$ cat config.mk
export PLATFORM = sky130hd
export DESIGN_NAME = temp_peak_regs
export DESIGN_NICKNAME = d
export VERILOG_FILES = /design/src/temp_peak_regs.v /design/src/ref_temp_mem.v
export VERILOG_INCLUDE_DIRS = /design/src /design/src/src
export SDC_FILE = /design/constraint.sdc
export NUM_CORES = 1
export LEC_CHECK = 0
export BUFFER_PORTS_ARGS = -buffer_cell sky130_fd_sc_hd__buf_2
export CAP_MARGIN = 20
export CORE_MARGIN = 10
export CORE_UTILIZATION = 64
export CTS_BUF_LIST = sky130_fd_sc_hd__clkbuf_8
export DETAILED_ROUTE_END_ITERATION = 6
export PLACE_DENSITY_LB_ADDON = 0.15
export SKIP_CTS_REPAIR_TIMING = 1
export SLEW_MARGIN = 10
export SYNTH_ARGS = -nofsm -noshare
export SYNTH_HDL_FRONTEND = slang
export SYNTH_SLANG_ARGS = --single-unit
$ cat constraint.sdc
create_clock -name clk_sys_i -period 5.2 [get_ports clk_sys_i]
set_input_delay 0.52 -clock clk_sys_i [delete_from_list [all_inputs] [get_ports clk_sys_i]]
set_output_delay 0.52 -clock clk_sys_i [all_outputs]
set_load 0.03 [all_outputs]
$ cat src/temp_peak_map.vh
`ifndef TEMP_PEAK_MAP_VH
`define TEMP_PEAK_MAP_VH

// Register addresses, 7-bit register pointer
`define ADDR_LOCAL_INT 7'h00
`define ADDR_LOCAL_FRAC 7'h01
`define ADDR_REMOTE_ONE_INT 7'h02
`define ADDR_REMOTE_ONE_FRAC 7'h03
`define ADDR_REMOTE_TWO_INT 7'h04
`define ADDR_REMOTE_TWO_FRAC 7'h05
`define ADDR_REMOTE_THREE_INT 7'h06
`define ADDR_REMOTE_THREE_FRAC 7'h07
`define ADDR_PEAK_INT 7'h10
`define ADDR_PEAK_FRAC 7'h11
`define ADDR_PEAK_SELECT 7'h12
`define ADDR_REF_FIRST 7'h40
`define ADDR_REF_LAST 7'h47

// Result block: addresses 00h..07h share this upper pointer field
`define RES_BLOCK_TAG 4'h0
`define RES_BLOCK_MSB 6
`define RES_BLOCK_LSB 3
// Reference block: addresses 40h..47h share this upper pointer field
`define REF_BLOCK_TAG 4'h8

// Field positions
`define FRAC_FIELD_MSB 7
`define FRAC_FIELD_LSB 4
`define SEL_LOCAL_BIT 0
`define SEL_REMOTE_ONE_BIT 1
`define SEL_REMOTE_TWO_BIT 2
`define SEL_REMOTE_THREE_BIT 3
`define SEL_USED_MSB 3

// Reset values
`define RESULT_RESET 8'h00
`define PEAK_RESET 8'h00
`define PEAK_SELECT_RESET 8'h0f
`define REF_RESET 8'h00
`define UNMAPPED_READ 8'h00

`endif

$ cat src/temp_peak_regs.v
// What this block does
// - Local fraction at 01h: bits 7..4 weigh 0.5 to 0.0625, low nibble zero.
// - Remote results as integer/fraction pairs at 02h/03h, 04h/05h, 06h/07h.
// - Result and peak registers are read-only, volatile, reset to 00h.
// - Peak holds largest selected channel temperature minus its reference.
// - Peak integer at 10h, fraction at 11h in bits 7..4, low nibble zero.
// - Select register 12h: bit 0 local, bits 1..3 remote; one includes.
// - Select register resets to 0Fh, all four channels taking part.
// - Select bits 7..4 are reserved, reset to zero, no effect.
// - Local integer result at 00h, read-only, sign plus weights 64..1.
// - Writable per-channel reference pairs at 40h..47h, reset to zero.
`timescale 1ns/1ps
`default_nettype none
`include "temp_peak_map.vh"

module temp_peak_regs #(
  parameter CH_NUM = 4,
  parameter TW = 12
) (
  input wire clk_sys_i,
  input wire rst_i,
  input wire ce_i,
  // Register port
  input wire rd_en_i,
  input wire wr_en_i,
  input wire [6:0] reg_addr_i,
  input wire [7:0] wr_data_i,
  output reg [7:0] rd_data_o,
  output reg rd_valid_o,
  // Converter side
  input wire res_we_i,
  input wire [1:0] res_ch_i,
  input wire [7:0] res_int_i,
  input wire [3:0] res_frac_i,
  input wire cycle_done_i,
  output reg peak_busy_o
);

  localparam S_IDLE = 5'b00001;
  localparam S_MSB = 5'b00010;
  localparam S_LSB = 5'b00100;
  localparam S_CMP = 5'b01000;
  localparam S_DONE = 5'b10000;

  localparam [TW:0] SAT_POS = 13'h07ff;
  localparam [TW:0] SAT_NEG = 13'h1800;

  // One signed value per channel: integer byte over fraction nibble
  reg [TW-1:0] result_reg [0:CH_NUM-1];
  reg [7:0] peak_int_reg;
  reg [3:0] peak_frac_reg;
  reg [7:0] select_reg;

  reg [4:0] state_reg;
  reg [4:0] state_next;
  reg [1:0] ch_reg;
  reg [7:0] ref_msb_reg;
  reg [TW:0] best_reg;
  reg found_reg;

  reg rd_stage_reg;
  reg rd_mem_sel_reg;
  reg [7:0] rd_pre_reg;

  wire [7:0] ref_rd_a;
  wire [7:0] ref_rd_b;
  wire [2:0] ref_addr_b;
  wire ref_wr;
  wire addr_is_ref;
  wire addr_is_res;

  reg [7:0] rd_mux;
  reg [TW:0] diff;
  reg ch_selected;
  integer i;

  function [TW:0] sext;
    input [TW-1:0] v;
    begin
      sext = {v[TW-1], v};
    end
  endfunction

  function signed_gt;
    input [TW:0] a;
    input [TW:0] b;
    begin
      signed_gt = $signed(a) > $signed(b);
    end
  endfunction

  function [TW-1:0] sat;
    input [TW:0] v;
    begin
      if (signed_gt(v, SAT_POS)) begin
        sat = SAT_POS[TW-1:0];
      end else if (signed_gt(SAT_NEG, v)) begin
        sat = SAT_NEG[TW-1:0];
      end else begin
        sat = v[TW-1:0];
      end
    end
  endfunction

  function [7:0] frac_byte;
    input [3:0] f;
    begin
      frac_byte = {f, 4'h0};
    end
  endfunction

  assign addr_is_res = reg_addr_i[`RES_BLOCK_MSB:`RES_BLOCK_LSB] == `RES_BLOCK_TAG;
  assign addr_is_ref = reg_addr_i[`RES_BLOCK_MSB:`RES_BLOCK_LSB] == `REF_BLOCK_TAG;
  assign ref_wr = wr_en_i && addr_is_ref;
  assign ref_addr_b = {ch_reg, state_reg == S_LSB};

  ref_temp_mem #(
    .AW(3),
    .DW(8)
  ) u_ref_mem (
    .clk_sys_i(clk_sys_i),
    .rst_i(rst_i),
    .ce_i(ce_i),
    .wr_en_i(ref_wr),
    .wr_addr_i(reg_addr_i[2:0]),
    .wr_data_i(wr_data_i),
    .rd_addr_a_i(reg_addr_i[2:0]),
    .rd_data_a_o(ref_rd_a),
    .rd_addr_b_i(ref_addr_b),
    .rd_data_b_o(ref_rd_b)
  );

  // Read mux for everything held in this module
  always @* begin
    rd_mux = `UNMAPPED_READ;
    if (addr_is_res) begin
      if (reg_addr_i[0]) begin
        rd_mux = frac_byte(result_reg[reg_addr_i[2:1]][3:0]);
      end else begin
        rd_mux = result_reg[reg_addr_i[2:1]][TW-1:4];
      end
    end else begin
      case (reg_addr_i)
        `ADDR_PEAK_INT: begin
          rd_mux = peak_int_reg;
        end
        `ADDR_PEAK_FRAC: begin
          rd_mux = frac_byte(peak_frac_reg);
        end
        `ADDR_PEAK_SELECT: begin
          rd_mux = select_reg;
        end
        default: begin
          rd_mux = `UNMAPPED_READ;
        end
      endcase
    end
  end

  // Two-cycle read so reference bytes come from the memory's register
  always @(posedge clk_sys_i) begin
    if (rst_i) begin
      rd_stage_reg <= 1'b0;
      rd_mem_sel_reg <= 1'b0;
      rd_pre_reg <= `UNMAPPED_READ;
      rd_data_o <= `UNMAPPED_READ;
      rd_valid_o <= 1'b0;
    end else if (ce_i) begin
      rd_stage_reg <= rd_en_i;
      if (rd_en_i) begin
        rd_mem_sel_reg <= addr_is_ref;
        rd_pre_reg <= rd_mux;
      end
      rd_valid_o <= rd_stage_reg;
      if (rd_stage_reg) begin
        rd_data_o <= rd_mem_sel_reg ? ref_rd_a : rd_pre_reg;
      end
    end
  end

  // Select register and channel results
  always @(posedge clk_sys_i) begin
    if (rst_i) begin
      select_reg <= `PEAK_SELECT_RESET;
      for (i = 0; i < CH_NUM; i = i + 1) begin
        result_reg[i] <= {`RESULT_RESET, 4'h0};
      end
    end else if (ce_i) begin
      // Reserved upper bits are stored but never steer anything
      if (wr_en_i && reg_addr_i == `ADDR_PEAK_SELECT) begin
        select_reg <= wr_data_i;
      end
      // Bus writes never reach these; only the converter loads them
      if (res_we_i) begin
        result_reg[res_ch_i] <= {res_int_i, res_frac_i};
      end
    end
  end

  always @* begin
    ch_selected = select_reg[ch_reg];
    diff = sext(result_reg[ch_reg]) - sext({ref_msb_reg, ref_rd_b[7:4]});
  end

  always @* begin
    state_next = state_reg;
    case (state_reg)
      S_IDLE: begin
        if (cycle_done_i) begin
          state_next = S_MSB;
        end
      end
      S_MSB: begin
        state_next = S_LSB;
      end
      S_LSB: begin
        state_next = S_CMP;
      end
      S_CMP: begin
        state_next = (ch_reg == CH_NUM - 1) ? S_DONE : S_MSB;
      end
      S_DONE: begin
        state_next = S_IDLE;
      end
      default: begin
        state_next = S_IDLE;
      end
    endcase
  end

  // Peak search: one channel per three cycles, commit at the end
  always @(posedge clk_sys_i) begin
    if (rst_i) begin
      state_reg <= S_IDLE;
      ch_reg <= 2'd0;
      ref_msb_reg <= `REF_RESET;
      best_reg <= {(TW+1){1'b0}};
      found_reg <= 1'b0;
      peak_int_reg <= `PEAK_RESET;
      peak_frac_reg <= 4'h0;
      peak_busy_o <= 1'b0;
    end else if (ce_i) begin
      state_reg <= state_next;
      peak_busy_o <= state_next != S_IDLE;
      case (state_reg)
        S_IDLE: begin
          ch_reg <= 2'd0;
          found_reg <= 1'b0;
        end
        S_LSB: begin
          ref_msb_reg <= ref_rd_b;
        end
        S_CMP: begin
          if (ch_selected && (!found_reg || signed_gt(diff, best_reg))) begin
            best_reg <= diff;
            found_reg <= 1'b1;
          end
          ch_reg <= ch_reg + 2'd1;
        end
        S_DONE: begin
          if (found_reg) begin
            {peak_int_reg, peak_frac_reg} <= sat(best_reg);
          end
        end
        default: begin
          ch_reg <= ch_reg;
        end
      endcase
    end
  end

endmodule

`default_nettype wire

$ cat src/ref_temp_mem.v
`timescale 1ns/1ps
`default_nettype none
`include "temp_peak_map.vh"

// Small byte store with one write port and two registered read ports
module ref_temp_mem #(
  parameter AW = 3,
  parameter DW = 8
) (
  input wire clk_sys_i,
  input wire rst_i,
  input wire ce_i,
  input wire wr_en_i,
  input wire [AW-1:0] wr_addr_i,
  input wire [DW-1:0] wr_data_i,
  input wire [AW-1:0] rd_addr_a_i,
  output reg [DW-1:0] rd_data_a_o,
  input wire [AW-1:0] rd_addr_b_i,
  output reg [DW-1:0] rd_data_b_o
);

  localparam DEPTH = 1 << AW;

  reg [DW-1:0] mem_reg [0:DEPTH-1];
  integer i;

  always @(posedge clk_sys_i) begin
    if (rst_i) begin
      for (i = 0; i < DEPTH; i = i + 1) begin
        mem_reg[i] <= `REF_RESET;
      end
      rd_data_a_o <= `REF_RESET;
      rd_data_b_o <= `REF_RESET;
    end else if (ce_i) begin
      if (wr_en_i) begin
        mem_reg[wr_addr_i] <= wr_data_i;
      end
      rd_data_a_o <= mem_reg[rd_addr_a_i];
      rd_data_b_o <= mem_reg[rd_addr_b_i];
    end
  end

endmodule

`default_nettype wire

# Word level (Yosys, flattened, before mapping)
# Memory sizes are Yosys's and may differ from the RTL's. A register that Yosys moved wholly into a read port is not among the register bits.
# Index checks and enable logic that the tools add are counted.
# W data, S select, Z words.
# op_classes
n_reduce_logical,17
n_mux,32
n_eq_ne,12
magnitude_cmp,4
n_addsub,2
# op_table
op,n
$mux W12,3
$mux W8,4
$pmux W8 S3,1
$eq A7 B5 Y1 const B,3
$pmux W5 S4,1
$mux W1,14
$gt A12 B13 Y1 const A,1
$gt A13 B12 Y1 const B,1
$gt A13 B13 Y1,1
$sub A12 B12 Y13,1
$reduce_or A12 Y1,1
$mux W5,2
$reduce_and A2 Y1,5
$reduce_and A3 Y1,3
$reduce_or A8 Y1,1
$mux W2,3
$eq A5 B1 Y1 const B,1
$eq A5 B2 Y1 const B,1
$eq A5 B3 Y1 const B,1
$eq A5 B4 Y1 const B,1
$eq A5 B5 Y1 const B,1
$ne A5 B1 Y1 const B,1
$eq A4 B4 Y1 const B,1
$logic_not A4 Y1,1
other kinds (12),14
# totals
ramBits,112
elab_cells,83
memories,2
out_inout_bits,10
register_bits,69
inputBits,36
# mem_list
memory,depth,width,read_ports,rd_clocked_by_memory_dff,write_ports,line,rtl
u_ref_mem.mem_reg,8,8,2,2,8,ref_temp_mem.v:24,reg [DW-1:0] mem_reg [0:DEPTH-1];
result_reg,4,12,2,1,4,temp_peak_regs.v:49,reg [TW-1:0] result_reg [0:CH_NUM-1];

# Logic depth before layout (Yosys ltp)
# logic_depth
ltp_word,8
depth_mapped,17
depth_no_buf,17

# Modules after synthesis
# From an unflattened synthesis, not the netlist that was laid out.
# hier_totals
hier_cells,937
area_unflattened_um2,10498.8
# modules_own_cells
mod,area_each_um2,n_inst,cells_per_inst
temp_peak_regs,6373.6,1,616
ref_temp_mem,4125.2,1,321

# Worst setup path after synthesis
# OpenSTA, ideal clock, no wires.
# synth_timing
path_kind,reg2reg
start,register with a tool-made name
end,register best_reg[10]
setup_ns,0.116
stages_incl_launch_ff,16
path_slack_ns,0.988
arrival_ns,4.096
synth_period_minus_slack_ns,4.212
required_ns,5.084
path_cell_list,dfxtp_1 -> buf_2 -> mux4_2 -> fa_1 -> nand3_1 -> a21oi_1 -> a2111oi_0 -> o21ai_0 -> xnor2_1 -> ha_1 -> nand4_1 -> nor3_1 -> o22ai_2 -> o211ai_2 -> a211oi_1 -> a31o_2
# synth_lines
element,line,rtl
end signal: assignment,temp_peak_regs.v:237,best_reg <= {(TW+1){1'b0}};
end signal: assignment,temp_peak_regs.v:255,best_reg <= diff;
end: declaration,temp_peak_regs.v:58,reg [TW:0] best_reg;

==> flow_summary.json <==
{
  "run_status": "complete, no violations",
  "yosysMostFrequentCell": "edfxtp_1",
  "yosys.area_share.simple_pct": 15.6,
  "area_growth_pct": 7.05,
  "initialDrtViolationCount": 613,
  "synthTopCellsByCount": "edfxtp_1, and2_1, dfxtp_1",
  "reg2reg_slack_ps": 470,
  "drc_errors": 0,
  "synth_compound_area_share_pct": 9.44,
  "worst_path_max_delay_cell": "mux4_2",
  "end_kind": "flip-flop",
  "die_w_um": 148,
  "met3_usage_pct": 6.59,
  "hpwl_um": 18500,
  "final-hold-violation-count": 0,
  "io_buffers": 45,
  "cts_tree": "done",
  "syn_area_mm2": 0.0104,
  "grt-busiest-layer": "met2",
  "synth_edf_count": 112,
  "tightest_slew_ps": 1200,
  "cts-root-buf": "clkbuf_8",
  "vias_per_cell": 6.38,
  "crit_path_cell_trace": "mux4_2 > inv_1 > ha_1 > inv_1 > fa_1 > nand3_1 > a21oi_1 > a2111oi_0 > o21ai_0 > xnor2_1 > ha_1 > nand4_1 > nor3_1 > o22ai_2 > o211a_1 > o211ai_1 > o41ai_2",
  "synth-seq-cells": 199,
  "antenna_found_initial": 0,
  "cts_max_path_buffers": 2,
  "fin_hold_ws_ps": 332,
  "arrival_ps": 5070,
  "fin_skew_ps": 14.5,
  "synth_area_per_cell_um2": 11.9,
  "post-route-util_pct": 70.1,
  "track_usage_pct": 23.7,
  "leakage_uw": 0.00396,
  "numCtsBuffers": 17,
  "grt.met1_usage_pct": 30.9,
  "synth-main-ff-cell": "edfxtp_1",
  "crit_path_max_fanout": 7,
  "rsz0062_at_grt": "no",
  "via_count": 7262,
  "required_ps": 5540,
  "synth-async-reset-ratio_pct": 0,
  "core-area_mm2": 0.0159,
  "overflow": 0,
  "dieHeight_um": 148,
  "synth.largest_area_cell": "edfxtp_1",
  "synth_top_area_share_pct": 32.2,
  "std_cell_rows": 46,
  "critPathLaunchType": "flip-flop",
  "ant_nets": 0,
  "ys_warn_count": 0,
  "clk_pin_slew_ps": 110,
  "grt_pass1_vias": 7286,
  "gp_congestion": 0.902,
  "slew_headroom_pct": 19.2,
  "grt_max_degree": 76,
  "seq_area_frac_synth_pct": 48.9,
  "cpPeakStageDelay_ps": 530,
  "grt_pass1_wl_um": 40200,
  "synthMuxAreaShare_pct": 17.0,
  "firstDrtPassIters": 5,
  "worst_r2r_endpoint": "best_reg[11]",
  "post-place-cells": 1106,
  "largest_reg_flops": 64,
  "met2_usage_pct": 37.6,
  "final.min_clock_period_ps": 4730,
  "n_antenna_cell": 0,
  "synth_top_family_by_area": "multiplexers",
  "drt-total-wl_um": 25300,
  "dieArea_mm2": 0.0218,
  "synth_cell_types": 65,
  "ys_top_cells_by_area": "edfxtp_1, dfxtp_1, mux4_2",
  "layout-drive-gt1-share_pct": 19.5,
  "min_path_type": "input pin to flip-flop",
  "report.final.slew_viol_count": 0,
  "nets": 975,
  "fin_crit_sh_pct": 90.9,
  "clkLatencyLatePin_ps": 490,
  "start_util_pct": 65.5,
  "setup_violations": 0,
  "synth_xor_area_share_pct": 0.671,
  "synthAdderAreaFrac_pct": 4.51,
  "cts.htree.levels": 4,
  "crit_path_end": "best_reg[11]",
  "final_cells": 1138,
  "synthesis.nets": 940,
  "critical_path_class": "flip-flop to flip-flop",
  "fin_tns_setup_ps": 0,
  "io-pin-count": 46,
  "post_drt_wl_per_cell_um": 22.2,
  "powerDensity_mw_per_mm2": 275,
  "vdd_drop_max_mv": 0.199,
  "clock-sinks": 199,
  "worst_r2r_path_depth": 17,
  "maxCapViolations": 0,
  "fmax_mhz": 211,
  "syn-instance-count": 875
}
## power breakdown
part	leakage [uW]	switching, uW	internal [uW]	total (uW)
clock network	0.000159	576	340	916
logic	0.00202	228	156	383
registers	0.00178	41.1	1730	1770
## logic make-up after synthesis
group,after synthesis
AO/OA/AOI/OAI,141
XOR/XNOR,8
adder cells (fa/ha/maj),39
buffers and inverters,83
flip-flops,199
multiplexers,105
AND/OR/NAND/NOR,300
## cells in the final DEF (no fill, tap or decap), types with 6 or more instances in the layout
master,count
a211oi_1,45
a21oi_1,32
a221oi_1,8
and2_1,103
and3_1,15
buf_2,45
buf_4,18
clkbuf_8,17
clkinvlp_4,6
dfxtp_1,86
edfxtp_1,112
ha_1,28
inv_1,35
maj3_1,10
mux2i_1,44
mux4_2,56
nand2_1,37
nand2b_1,6
nand3_1,11
nor2_1,84
nor2b_1,6
nor3_1,9
o21ai_0,22
## area by class of cell
class | instances | area [um^2]
inverter | 35 | 131
clock inverter | 14 | 119
tap | 216 | 270
clock buffer | 17 | 234
sequential | 199 | 5110
timing repair buffer | 64 | 365
fill | 1179 | 4770
multi-input combinational | 593 | 4950
## layer usage
metal	share of wire (%)	wire length, um
met5	0	0
met4	2.4	596
met3	8.4	2120
met2	48	12200
met1	41	10400
## worst max-delay path: cells and delay by family, from the launching register on
| kind | cells | cell delay (ps) |
|---|---|---|
| mux | 1 | 530 |
| flops | 1 | 480 |
| fa+ha+maj | 3 | 860 |
| buf+inv | 2 | 120 |
| simple gates | 3 | 620 |
| xor+xnor | 1 | 200 |
| compound gates | 7 | 1790 |
## per-stage QoR
step | power [uW] | area (um^2) | worst slack, ps
global placement | 2160 | 10800 | 559
CTS | 3070 | 11200 | 367
floorplan | 2050 | 10400 | 988
finish | 3070 | 11200 | 471
detailed placement | 2180 | 10800 | 419
global route | 3180 | 11200 | 17.3
## worst min path at each step
stage	from	end	slack, ps	cells after the start
2_1_floorplan	best_reg[3]	best_reg[3]	430	2
3_3_place_gp	peak_busy_o	peak_busy_o	430	1
3_5_place_dp	best_reg[3]	best_reg[3]	450	2
4_1_cts	res_int_i[5]	result_reg[1][9]	310	2
5_1_grt	res_int_i[5]	result_reg[1][9]	330	2
6_report	res_int_i[5]	result_reg[1][9]	330	2
No activity file was read; power rests on OpenSTA's default activity.
